<file path="src/rtl/cfm_pkg.sv">
// Package with constants and types for the clock fail monitor.
package cfm_pkg;

  // Register byte offsets on the Avalon-MM slave.
  localparam logic [7:0] ADDR_CTRL   = 8'h00;
  localparam logic [7:0] ADDR_NEW    = 8'h04;
  localparam logic [7:0] ADDR_STATUS = 8'h08;
  localparam logic [7:0] ADDR_FLAG   = 8'h0c;

  // Field positions.
  localparam int CTRL_MON_BIT  = 0;
  localparam int CTRL_IE_BIT   = 1;
  localparam int CFG_LSB       = 0;
  localparam int ST_FSAFE_BIT  = 12;
  localparam int ST_OST_BIT    = 13;
  localparam int ST_FAIL_BIT   = 14;
  localparam int FLAG_BIT      = 0;

  // Timing counts: low-frequency oscillator divide and start-up length.
  localparam int LF_DIV    = 64;
  localparam int OST_COUNT = 1024;

  // Oscillator selection codes.
  localparam logic [2:0] OSC_EXT_PLL = 3'h2;
  localparam logic [2:0] OSC_SOSC    = 3'h4;
  localparam logic [2:0] OSC_LFINT   = 3'h5;
  localparam logic [2:0] OSC_HFINT   = 3'h6;
  localparam logic [2:0] OSC_EXT     = 3'h7;

  // Clock configuration: frequency select, divider and source.
  typedef struct packed {
    logic [3:0] internal_freq_select;
    logic [3:0] div;
    logic [2:0] osc;
  } cfm_cfg_t;

  localparam int CFG_W = 11;

  // Reset values.
  localparam logic     RST_MON_EN = 1'h1;
  localparam logic     RST_INT_EN = 1'h0;
  localparam cfm_cfg_t RST_CFG    = '{internal_freq_select: 4'h0, div: 4'h0, osc: OSC_HFINT};

  // Any source other than the two internal oscillators is external.
  function automatic logic cfm_is_ext(input logic [2:0] osc);
    cfm_is_ext = (osc != OSC_LFINT) && (osc != OSC_HFINT);
  endfunction

endpackage

</file>
<file path="src/rtl/cfm_clock_fail_monitor.sv">
// Clock fail monitor with fallback, switch-back control and register slave.
`timescale 1ns/1ns
`default_nettype none

module cfm_clock_fail_monitor
#(
  parameter int OST_COUNT = cfm_pkg::OST_COUNT,
  parameter int LF_DIV    = cfm_pkg::LF_DIV
)
(
  input  wire logic             sys_clk_i,
  input  wire logic             rst_n_i,
  input  wire logic [7:0]       avs_address_i,
  input  wire logic             avs_read_i,
  input  wire logic             avs_write_i,
  input  wire logic [31:0]      avs_writedata_i,
  output logic      [31:0]      avs_readdata_o,
  output logic                  avs_waitrequest_o,
  input  wire logic             ext_clk_i,
  input  wire logic             low_freq_internal_osc_i,
  input  wire logic             sleep_exec_i,
  output cfm_pkg::cfm_cfg_t     cur_cfg_o,
  output logic                  failsafe_o,
  output logic                  ost_running_o,
  output logic                  irq_o
);

  localparam int HALF  = LF_DIV / 2;
  localparam int DW    = $clog2(HALF);
  localparam int OW    = $clog2(OST_COUNT);
  localparam logic [DW-1:0] HALF_M1 = DW'(HALF - 1);
  localparam logic [OW-1:0] OST_M1  = OW'(OST_COUNT - 1);

  typedef enum logic {SW_IDLE, SW_OST} cfm_sw_t;

  logic              ext_d;
  logic              lf_d;
  logic [DW-1:0]     div_cnt;
  logic              samp_clk;
  logic              seen;
  logic              fail_raw;
  logic              fail_s1;
  logic              fail_sync;
  logic              mon_en;
  logic              int_en;
  logic              flag;
  cfm_pkg::cfm_cfg_t new_cfg;
  cfm_pkg::cfm_cfg_t wr_cfg;
  cfm_sw_t           state;
  logic [OW-1:0]     ost_cnt;
  logic [31:0]       next_rdata;

  logic ext_fall;
  logic lf_rise;
  logic samp_rise;
  logic samp_fall;
  logic wr;
  logic new_chg;
  logic monitored;
  logic fail_event;
  logic ost_done;

  // Inputs arrive synchronous to the system clock; keep last level.
  always_ff @(posedge sys_clk_i)
  begin
    if (!rst_n_i)
    begin
      ext_d <= 1'h0;
      lf_d  <= 1'h0;
    end
    else
    begin
      ext_d <= ext_clk_i;
      lf_d  <= low_freq_internal_osc_i;
    end
  end

  assign ext_fall  = ext_d & ~ext_clk_i;
  assign lf_rise   = ~lf_d & low_freq_internal_osc_i;
  assign samp_rise = lf_rise && (div_cnt == HALF_M1) && !samp_clk;
  assign samp_fall = lf_rise && (div_cnt == HALF_M1) && samp_clk;

  // Sample clock toggles every half of the divide count.
  always_ff @(posedge sys_clk_i)
  begin
    if (!rst_n_i)
    begin
      div_cnt  <= '0;
      samp_clk <= 1'h0;
    end
    else if (lf_rise)
    begin
      if (div_cnt == HALF_M1)
      begin
        div_cnt  <= '0;
        samp_clk <= ~samp_clk;
      end
      else
      begin
        div_cnt <= div_cnt + DW'(1);
      end
    end
  end

  // Detect latch; a fall coinciding with the clear still counts, which
  // avoids a false failure on a slow but healthy clock.
  always_ff @(posedge sys_clk_i)
  begin
    if (!rst_n_i)
      seen <= 1'h0;
    else if (ext_fall)
      seen <= 1'h1;
    else if (samp_rise)
      seen <= 1'h0;
  end

  // Judged at the falling sample edge, one half period after the clear.
  always_ff @(posedge sys_clk_i)
  begin
    if (!rst_n_i)
      fail_raw <= 1'h0;
    else if (samp_fall)
      fail_raw <= ~(seen | ext_fall);
  end

  // Two-stage synchroniser; only the second stage is used downstream.
  always_ff @(posedge sys_clk_i)
  begin
    if (!rst_n_i)
    begin
      fail_s1   <= 1'h0;
      fail_sync <= 1'h0;
    end
    else
    begin
      fail_s1   <= fail_raw;
      fail_sync <= fail_s1;
    end
  end

  // Bus decode; a write takes effect when waitrequest is seen low.
  assign wr       = avs_write_i && !avs_waitrequest_o;
  assign wr_cfg   = cfm_pkg::cfm_cfg_t'(avs_writedata_i[cfm_pkg::CFG_W-1:0]);
  assign new_chg  = wr && (avs_address_i == cfm_pkg::ADDR_NEW) &&
                    ((wr_cfg.osc != new_cfg.osc) ||
                     (wr_cfg.div != new_cfg.div));
  // All external modes, and any external target under start-up, are watched.
  assign monitored  = mon_en && (cfm_pkg::cfm_is_ext(cur_cfg_o.osc) ||
                      (state == SW_OST));
  assign fail_event = fail_sync && monitored && !failsafe_o;
  assign ost_done   = (state == SW_OST) && ext_fall && (ost_cnt == OST_M1);

  // Control bits written by software.
  always_ff @(posedge sys_clk_i)
  begin
    if (!rst_n_i)
    begin
      mon_en  <= cfm_pkg::RST_MON_EN;
      int_en  <= cfm_pkg::RST_INT_EN;
      new_cfg <= cfm_pkg::RST_CFG;
    end
    else if (wr && (avs_address_i == cfm_pkg::ADDR_CTRL))
    begin
      mon_en <= avs_writedata_i[cfm_pkg::CTRL_MON_BIT];
      int_en <= avs_writedata_i[cfm_pkg::CTRL_IE_BIT];
    end
    else if (wr && (avs_address_i == cfm_pkg::ADDR_NEW))
    begin
      new_cfg <= wr_cfg;
    end
  end

  // Source switching; a failure overrides any switch in progress.
  always_ff @(posedge sys_clk_i)
  begin
    if (!rst_n_i)
    begin
      state     <= SW_IDLE;
      ost_cnt   <= '0;
      cur_cfg_o <= cfm_pkg::RST_CFG;
    end
    else if (fail_event)
    begin
      // Only the source changes, so frequency and divider carry over.
      cur_cfg_o.osc <= cfm_pkg::OSC_HFINT;
      state         <= SW_IDLE;
    end
    else if (new_chg)
    begin
      if (cfm_pkg::cfm_is_ext(wr_cfg.osc))
      begin
        state   <= SW_OST;
        ost_cnt <= '0;
      end
      else
      begin
        state     <= SW_IDLE;
        cur_cfg_o <= wr_cfg;
      end
    end
    else
    begin
      unique case (state)
        SW_IDLE:
        begin
          ost_cnt <= '0;
        end
        SW_OST:
        begin
          // The running clock stays untouched until the count ends.
          if (ost_done)
          begin
            cur_cfg_o <= new_cfg;
            state     <= SW_IDLE;
          end
          else if (ext_fall)
          begin
            ost_cnt <= ost_cnt + OW'(1);
          end
        end
      endcase
    end
  end

  // Fail-safe condition; a new failure wins over any clear.
  always_ff @(posedge sys_clk_i)
  begin
    if (!rst_n_i)
      failsafe_o <= 1'h0;
    else if (fail_event)
      failsafe_o <= 1'h1;
    else if (new_chg || sleep_exec_i)
      failsafe_o <= 1'h0;
    else if (ost_done)
      failsafe_o <= 1'h0;
  end

  // Fail flag is write-one-to-clear, and setting wins over clearing.
  always_ff @(posedge sys_clk_i)
  begin
    if (!rst_n_i)
      flag <= 1'h0;
    else if (fail_event)
      flag <= 1'h1;
    else if (wr && (avs_address_i == cfm_pkg::ADDR_FLAG) &&
             avs_writedata_i[cfm_pkg::FLAG_BIT])
      flag <= 1'h0;
  end

  // Registered interrupt and start-up indication.
  always_ff @(posedge sys_clk_i)
  begin
    if (!rst_n_i)
    begin
      irq_o         <= 1'h0;
      ost_running_o <= 1'h0;
    end
    else
    begin
      irq_o         <= flag && int_en;
      ost_running_o <= (state == SW_OST);
    end
  end

  // Read mux; unmapped offsets read as zero.
  always_comb
  begin
    next_rdata = 32'h0;
    unique case (avs_address_i)
      cfm_pkg::ADDR_CTRL:
      begin
        next_rdata[cfm_pkg::CTRL_MON_BIT] = mon_en;
        next_rdata[cfm_pkg::CTRL_IE_BIT]  = int_en;
      end
      cfm_pkg::ADDR_NEW:
        next_rdata[cfm_pkg::CFG_W-1:0] = new_cfg;
      cfm_pkg::ADDR_STATUS:
      begin
        next_rdata[cfm_pkg::CFG_W-1:0]     = cur_cfg_o;
        next_rdata[cfm_pkg::ST_FSAFE_BIT]  = failsafe_o;
        next_rdata[cfm_pkg::ST_OST_BIT]    = (state == SW_OST);
        next_rdata[cfm_pkg::ST_FAIL_BIT]   = fail_sync;
      end
      cfm_pkg::ADDR_FLAG:
        next_rdata[cfm_pkg::FLAG_BIT] = flag;
      default:
        next_rdata = 32'h0;
    endcase
  end

  // Every access is answered with exactly one wait cycle.
  always_ff @(posedge sys_clk_i)
  begin
    if (!rst_n_i)
    begin
      avs_waitrequest_o <= 1'h1;
      avs_readdata_o    <= 32'h0;
    end
    else
    begin
      avs_waitrequest_o <= !((avs_read_i || avs_write_i) &&
                             avs_waitrequest_o);
      if (avs_read_i && avs_waitrequest_o)
        avs_readdata_o <= next_rdata;
    end
  end
endmodule

`default_nettype wire

</file>
<file path="config.mk">
export PLATFORM = sky130hd
export DESIGN_NAME = cfm_clock_fail_monitor
export DESIGN_NICKNAME = d
export VERILOG_FILES = /design/src/rtl/cfm_pkg.sv /design/src/rtl/cfm_clock_fail_monitor.sv
export SDC_FILE = /design/constraint.sdc
export NUM_CORES = 1
export LEC_CHECK = 0
export BUFFER_PORTS_ARGS = -buffer_cell sky130_fd_sc_hd__buf_2
export CAP_MARGIN = 20
export CORE_MARGIN = 8
export CORE_UTILIZATION = 45
export CTS_CLUSTER_DIAMETER = 200
export DETAILED_ROUTE_END_ITERATION = 7
export GPL_ROUTABILITY_DRIVEN = 1
export GPL_TIMING_DRIVEN = 0
export PLACE_DENSITY = 0.71
export RECOVER_POWER = 100
export REMOVE_ABC_BUFFERS = 1
export SLEW_MARGIN = 20
export SYNTH_ARGS = -nofsm -noshare
export SYNTH_HDL_FRONTEND = slang
export SYNTH_SLANG_ARGS = --single-unit
</file>
<file path="constraint.sdc">
create_clock -name sys_clk_i -period 3.2 [get_ports sys_clk_i]
set_clock_uncertainty 0.05 [all_clocks]
set_input_delay 0.96 -clock sys_clk_i [delete_from_list [all_inputs] [get_ports sys_clk_i]]
set_output_delay 0.96 -clock sys_clk_i [all_outputs]
set_load 0.01 [all_outputs]
</file>
==> out/metrics.cfg, run 1 <==
[placement]
placed_cells = 485
dp_hpwl_um = 5480
io_buffers = 54
gp_congestion = 0.775
pre_cts_ws_ns = -0.483
placed_area_um2 = 3520

[clocking]
cts_resized = 0
cts_sinks = 66
hold_buffers = 0
path_clk_slew_ns = 0.08
cts_root_buf = clkbuf_8
worst_skew_pair.late_latency_ns = 0.34
cts_buffers = 9
ctsLongestPathBuffers = 2
cts_tree = done
htree_levels = 3

[sta]
timing.final.crit_share_pct = 94.0
hold_viol_final = 0
worst_slew_pin_slew_ns = 0.910
max_clock_freq_ghz = 0.333
slew_headroom_pct = 39.1
drv_slew = 0
hold_ws_ns = 0.405
min_period_ns = 3.01
setup_violations = 0
rsz0062_at_grt = false
finalSetupTns_ns = 0
setup_ws_ns = 0.193

[grt]
antenna_found_initial = 0
grt_max_degree = 59
grt_pass1_wl_um = 12800
gr-total-overflow = 0
track_usage_pct = 15.8
grt_pass1_vias = 2652

[worst_setup_path]
timing.rr.start = cur_cfg_o[0]
path_max_fanout = 8
path_buf_inv = 1
critPathSlowestCell = mux2i_2
slowest_delay_ns = 0.57
worstPathCellList = buf_2 > or4_4 > nor4_1 > o21ai_2 > mux2i_2 > mux2_1
cp-start-kind = primary input
cp-end-kind = register
cp.required_ns = 3.38
r2r_end = cur_cfg_o[3]
r2r_setup_slack_ns = 0.40
critical-path-top-delay-family = simple AND/OR/NAND/NOR gates
crit_type = primary input to register
crit_arrival_ns = 3.19
r2r_cells = 5

[logic_synthesis]
yosys_register_bits = 66
ys_seq_area_share_pct = 40.5
yosys.area.top_type = dfxtp_1
syn_area_per_cell_um2 = 9.37
yosys_most_used_dff = dfxtp_1
syn_inst = 348
yosysTopAreaCellShare_pct = 40.5
synth.top_cells.by_count = dfxtp_1, nand2_1, buf_4
synth_edf_count = 0
yosysUniqueCellTypes = 57
async_flop_share_pct = 0
yosysMostFrequentCell = dfxtp_1
yosysWarnings = 0
synth_area_leaders = dfxtp_1, mux2i_1, buf_4
synthesis.area_um2 = 3260

[die]
num_rows = 31
die_height_um = 101
start_util_pct = 45.7
die_x_um = 101
dieArea_um2 = 10200
core-area_um2 = 7140
ios = 94

[min_path]
min_to = fail_sync
min_path_type = register to register
min-delay-start = fail_s1
whs_path_depth = 1

[layout]
multiInputGateArea_um2 = 1730
stdcell_area_um2 = 3670
fillers = 696
nNetsFinal = 448
instances_no_fill = 502
drive_above_1_share_pct = 12.9
area_delta_synth_final_pct = 12.7
register_area_um2 = 1320
antenna_cells = 0
postLayoutCoreUtil_pct = 51.5

[status]
run_status = complete, no violations

[pwr]
peakVddDrop_v = 0.000306
leakage_nw = 1.31
total_power_mw = 1.74
p_per_area_nw_per_um2 = 473

[routing]
ant_nets = 0
first_iter_violations = 164
via_per_inst = 5.44
num_vias = 2731
post_drt_wl_per_cell_um = 15.9
routed_wl_um = 8000
drc = 0
firstDrtPassIters = 4

[job]
max_cap_viol_count = 0

[cells in the final DEF, fill, tap and decap left out, types with 4 or more instances in the layout]
cell / count
buf_2: 24
a21oi_1: 5
xnor2_1: 9
nor2b_1: 15
nand4_1: 10
clkbuf_1: 31
conb_1: 18
a21boi_0: 11
clkbuf_8: 9
a221oi_1: 9
nand2_1: 26
o31a_1: 4
o221a_1: 4
nand3_1: 15
nor2_1: 14
mux2i_1: 17
o21ai_0: 7
or4_1: 4
nand2b_1: 6
and3_1: 6
dfxtp_1: 66
inv_1: 11
nor3b_1: 11
and2_1: 9
o221ai_1: 5
[where the power goes]
part | switching, mW | internal [mW]
Sequential | 0.00805 | 0.833
Combinational | 0.0727 | 0.0449
Clock | 0.337 | 0.442
Total | 0.418 | 1.32
[worst max path at each step]
stage                             startpoint      endpoint  slack [ns]  depth (start not counted)
after floorplan             avs_address_i[7]  cur_cfg_o[3]      -0.004                          5
after global placement      avs_address_i[7]  cur_cfg_o[6]       -0.46                          6
after detailed placement    avs_address_i[7]  cur_cfg_o[4]       -0.48                          6
after CTS                 avs_writedata_i[2]    ost_cnt[2]        0.01                          6
after global routing        avs_address_i[7]  cur_cfg_o[5]        0.08                          6
final                       avs_address_i[7]  cur_cfg_o[3]        0.19                          6
[logic make-up after synthesis]
kind of cell,after synthesis,share of synthesized area [%]
AND/OR/NAND/NOR,139,25.2
flip-flops,66,40.5
AO/OA/AOI/OAI,61,14.1
buffers and inverters,44,7.37
multiplexers,24,8.79
XOR/XNOR,10,2.69
adder cells (fa/ha/maj),3,1.15
other,1,0.115
[state kept, by name (all words and copies together), names as in the netlist, 5 cells and up]
signal	flops
avs_readdata_o	14
cur_cfg_o	11
new_cfg	11
ost_cnt	10
div_cnt	5
[worst reg2reg max path, stage by stage, from the launching register on]
cell and delay, ns:
dfxtp_1 0.45, xnor2_1 0.15, o21ai_1 0.63, nand3_1 0.39, mux2i_2 0.62, mux2_1 0.39
[layout make-up]
type                            instances  share of cell area [%]
Sequential cell                        66                    36.0
Multi-Input combinational cell        255                    47.1
Inverter                               11                    1.12
Clock inverter                          6                    2.45
Tap cell                               99                    3.37
Timing Repair Buffer                   55                    6.54
Clock buffer                           10                    3.47
[routing by layer]
layer	vias to the layer above	share of wire, %	track usage [%]
met5	-	0	0
met4	0	1.5	6.99
met3	12	7.7	4.28
met2	95	45	25.1
met1	1301	45	19.4
li1	1323	-	-
[timing repair]
item                                    CTS  global route
endpoints found under the hold margin     0             0
endpoints found under the setup margin    6             0
buffers inserted                          1             0
Note: power is estimated with default switching activity, not from simulation.
==> run 2: changes to the inputs <==
--- a/config.mk
+++ b/config.mk
@@ -15,7 +15,6 @@
 export GPL_TIMING_DRIVEN = 0
 export PLACE_DENSITY = 0.71
 export RECOVER_POWER = 100
-export REMOVE_ABC_BUFFERS = 1
 export SLEW_MARGIN = 20
 export SYNTH_ARGS = -nofsm -noshare
 export SYNTH_HDL_FRONTEND = slang
==> out/metrics.cfg, run 2 (same netlist as run 1, synthesis figures left out) <==
[status]
run_status = complete, no violations

[worst_setup_path]
cp-start-kind = primary input
path_max_fanout = 10
crit_arrival_ns = 3.19
crit_type = primary input to register
cp-end-kind = register
cp.required_ns = 3.37

[sta]
slew_headroom_pct = 52.9
worst_slew_pin_slew_ns = 0.703
drv_slew = 0
setup_violations = 0
rsz0062_at_grt = false
min_period_ns = 3.02
hold_viol_final = 0
timing.final.crit_share_pct = 94.3
max_clock_freq_ghz = 0.331

[grt]
grt_max_degree = 11
gr-total-overflow = 0
grt_pass1_wl_um = 13100
track_usage_pct = 16.0
grt_use_met3_pct = 4.35
grt_use_met1_pct = 18.5
grt_pass1_vias = 2761
met2_usage_pct = 27.4
antenna_found_initial = 0
grt_busiest_layer = met2

[clocking]
cts_buffers = 9
cts_root_buf = clkbuf_8
htree_levels = 3
post_cts_buffers = 0
cts_sinks = 66
ctsLongestPathBuffers = 2
hold_buffers = 0
worst_skew_pair.late_latency_ns = 0.34
cts_resized = 0
path_clk_slew_ns = 0.07
cts_tree = done

[die]
dieArea_um2 = 10200
core-area_um2 = 7140
start_util_pct = 45.7
num_rows = 31
die_height_um = 101
die_x_um = 101
ios = 94

[placement]
gp_congestion = 0.787
io_buffers = 53
dp_hpwl_um = 5920
placed_area_um2 = 3710
placed_cells = 517

[min_path]
min_path_type = register to register

[layout]
fillers = 712
stdcell_area_um2 = 3840
postLayoutCoreUtil_pct = 53.8
final_cell_mix = dfxtp_1, clkbuf_1, nand2_1
multiInputGateArea_um2 = 1740
nNetsFinal = 479
largest_reg_flops = 14
drive_above_1_share_pct = 15.0
instances_no_fill = 532
register_area_um2 = 1320
area_delta_synth_final_pct = 17.8
antenna_cells = 0
reg_top3 = avs_readdata_o (14), cur_cfg_o (11), new_cfg (11)
max_flop_register = avs_readdata_o
layout_commonest_cell = dfxtp_1

[routing]
post_drt_wl_per_cell_um = 15.2
num_vias = 2821
firstDrtPassIters = 4
routed_wl_um = 8070
first_iter_violations = 157
drc = 0
ant_nets = 0
via_per_inst = 5.30

[job]
max_cap_viol_count = 0

[pwr]
peakVddDrop_v = 0.000171
p_per_area_nw_per_um2 = 434
leakage_nw = 1.42
total_power_mw = 1.66

==> run 2: path summary, 6_finish.rpt <==
| path | from | endpoint | slack, ns | cells after the start |
|---|---|---|---|---|
| max | avs_address_i[7] | cur_cfg_o[10] | 0.18 | 7 |
| min | fail_s1 | fail_sync | 0.38 | 1 |
| max reg2reg | ost_cnt[1] | cur_cfg_o[3] | 0.74 | 7 |
| min reg2reg | fail_s1 | fail_sync | 0.38 | 1 |
==> run 2: worst max-delay path, cell delays in order <==
cell and delay (ns):
buf_2 0.10, or4_4 0.57, nor4_2 0.42, o21ai_0 0.37
clkbuf_1 0.33, o31a_1 0.33, o221a_1 0.11
==> run 2: routing by layer <==
metal | routed length [µm] | vias to the layer above
met4 | 101 | 0
met5 | 0 | -
met1 | 3460 | 1346
li1 | - | 1386
met3 | 567 | 8
met2 | 3940 | 81
==> run 2: where the power goes <==
part | switching (mW) | internal [mW] | total (mW) | leakage, nW
clock | 0.307 | 0.375 | 0.682 | 0.0962
sequential | 0.00804 | 0.834 | 0.842 | 0.535
combinational | 0.0798 | 0.0613 | 0.141 | 0.785
total | 0.395 | 1.27 | 1.66 | 1.42
==> run 2: cell type report <==
type | count | area share [%]
Multi-Input combinational cell | 255 | 45.4
Sequential cell | 66 | 34.4
Timing Repair Buffer | 53 | 5.93
Buffer | 33 | 5.12
Clock buffer | 12 | 3.78
Tap cell | 99 | 3.23
Inverter | 11 | 1.08
Clock inverter | 3 | 1.04
==> run 2: through the flow <==
stage                     hold slack (ns)  setup WS, ns  TNS (ns)
after floorplan                     0.362         0.418         0
after global placement              0.366        0.0494         0
after detailed placement            0.370       -0.0319   -0.0892
after CTS                           0.387         0.312         0
after global routing                0.428         0.100         0
final                               0.384         0.181         0
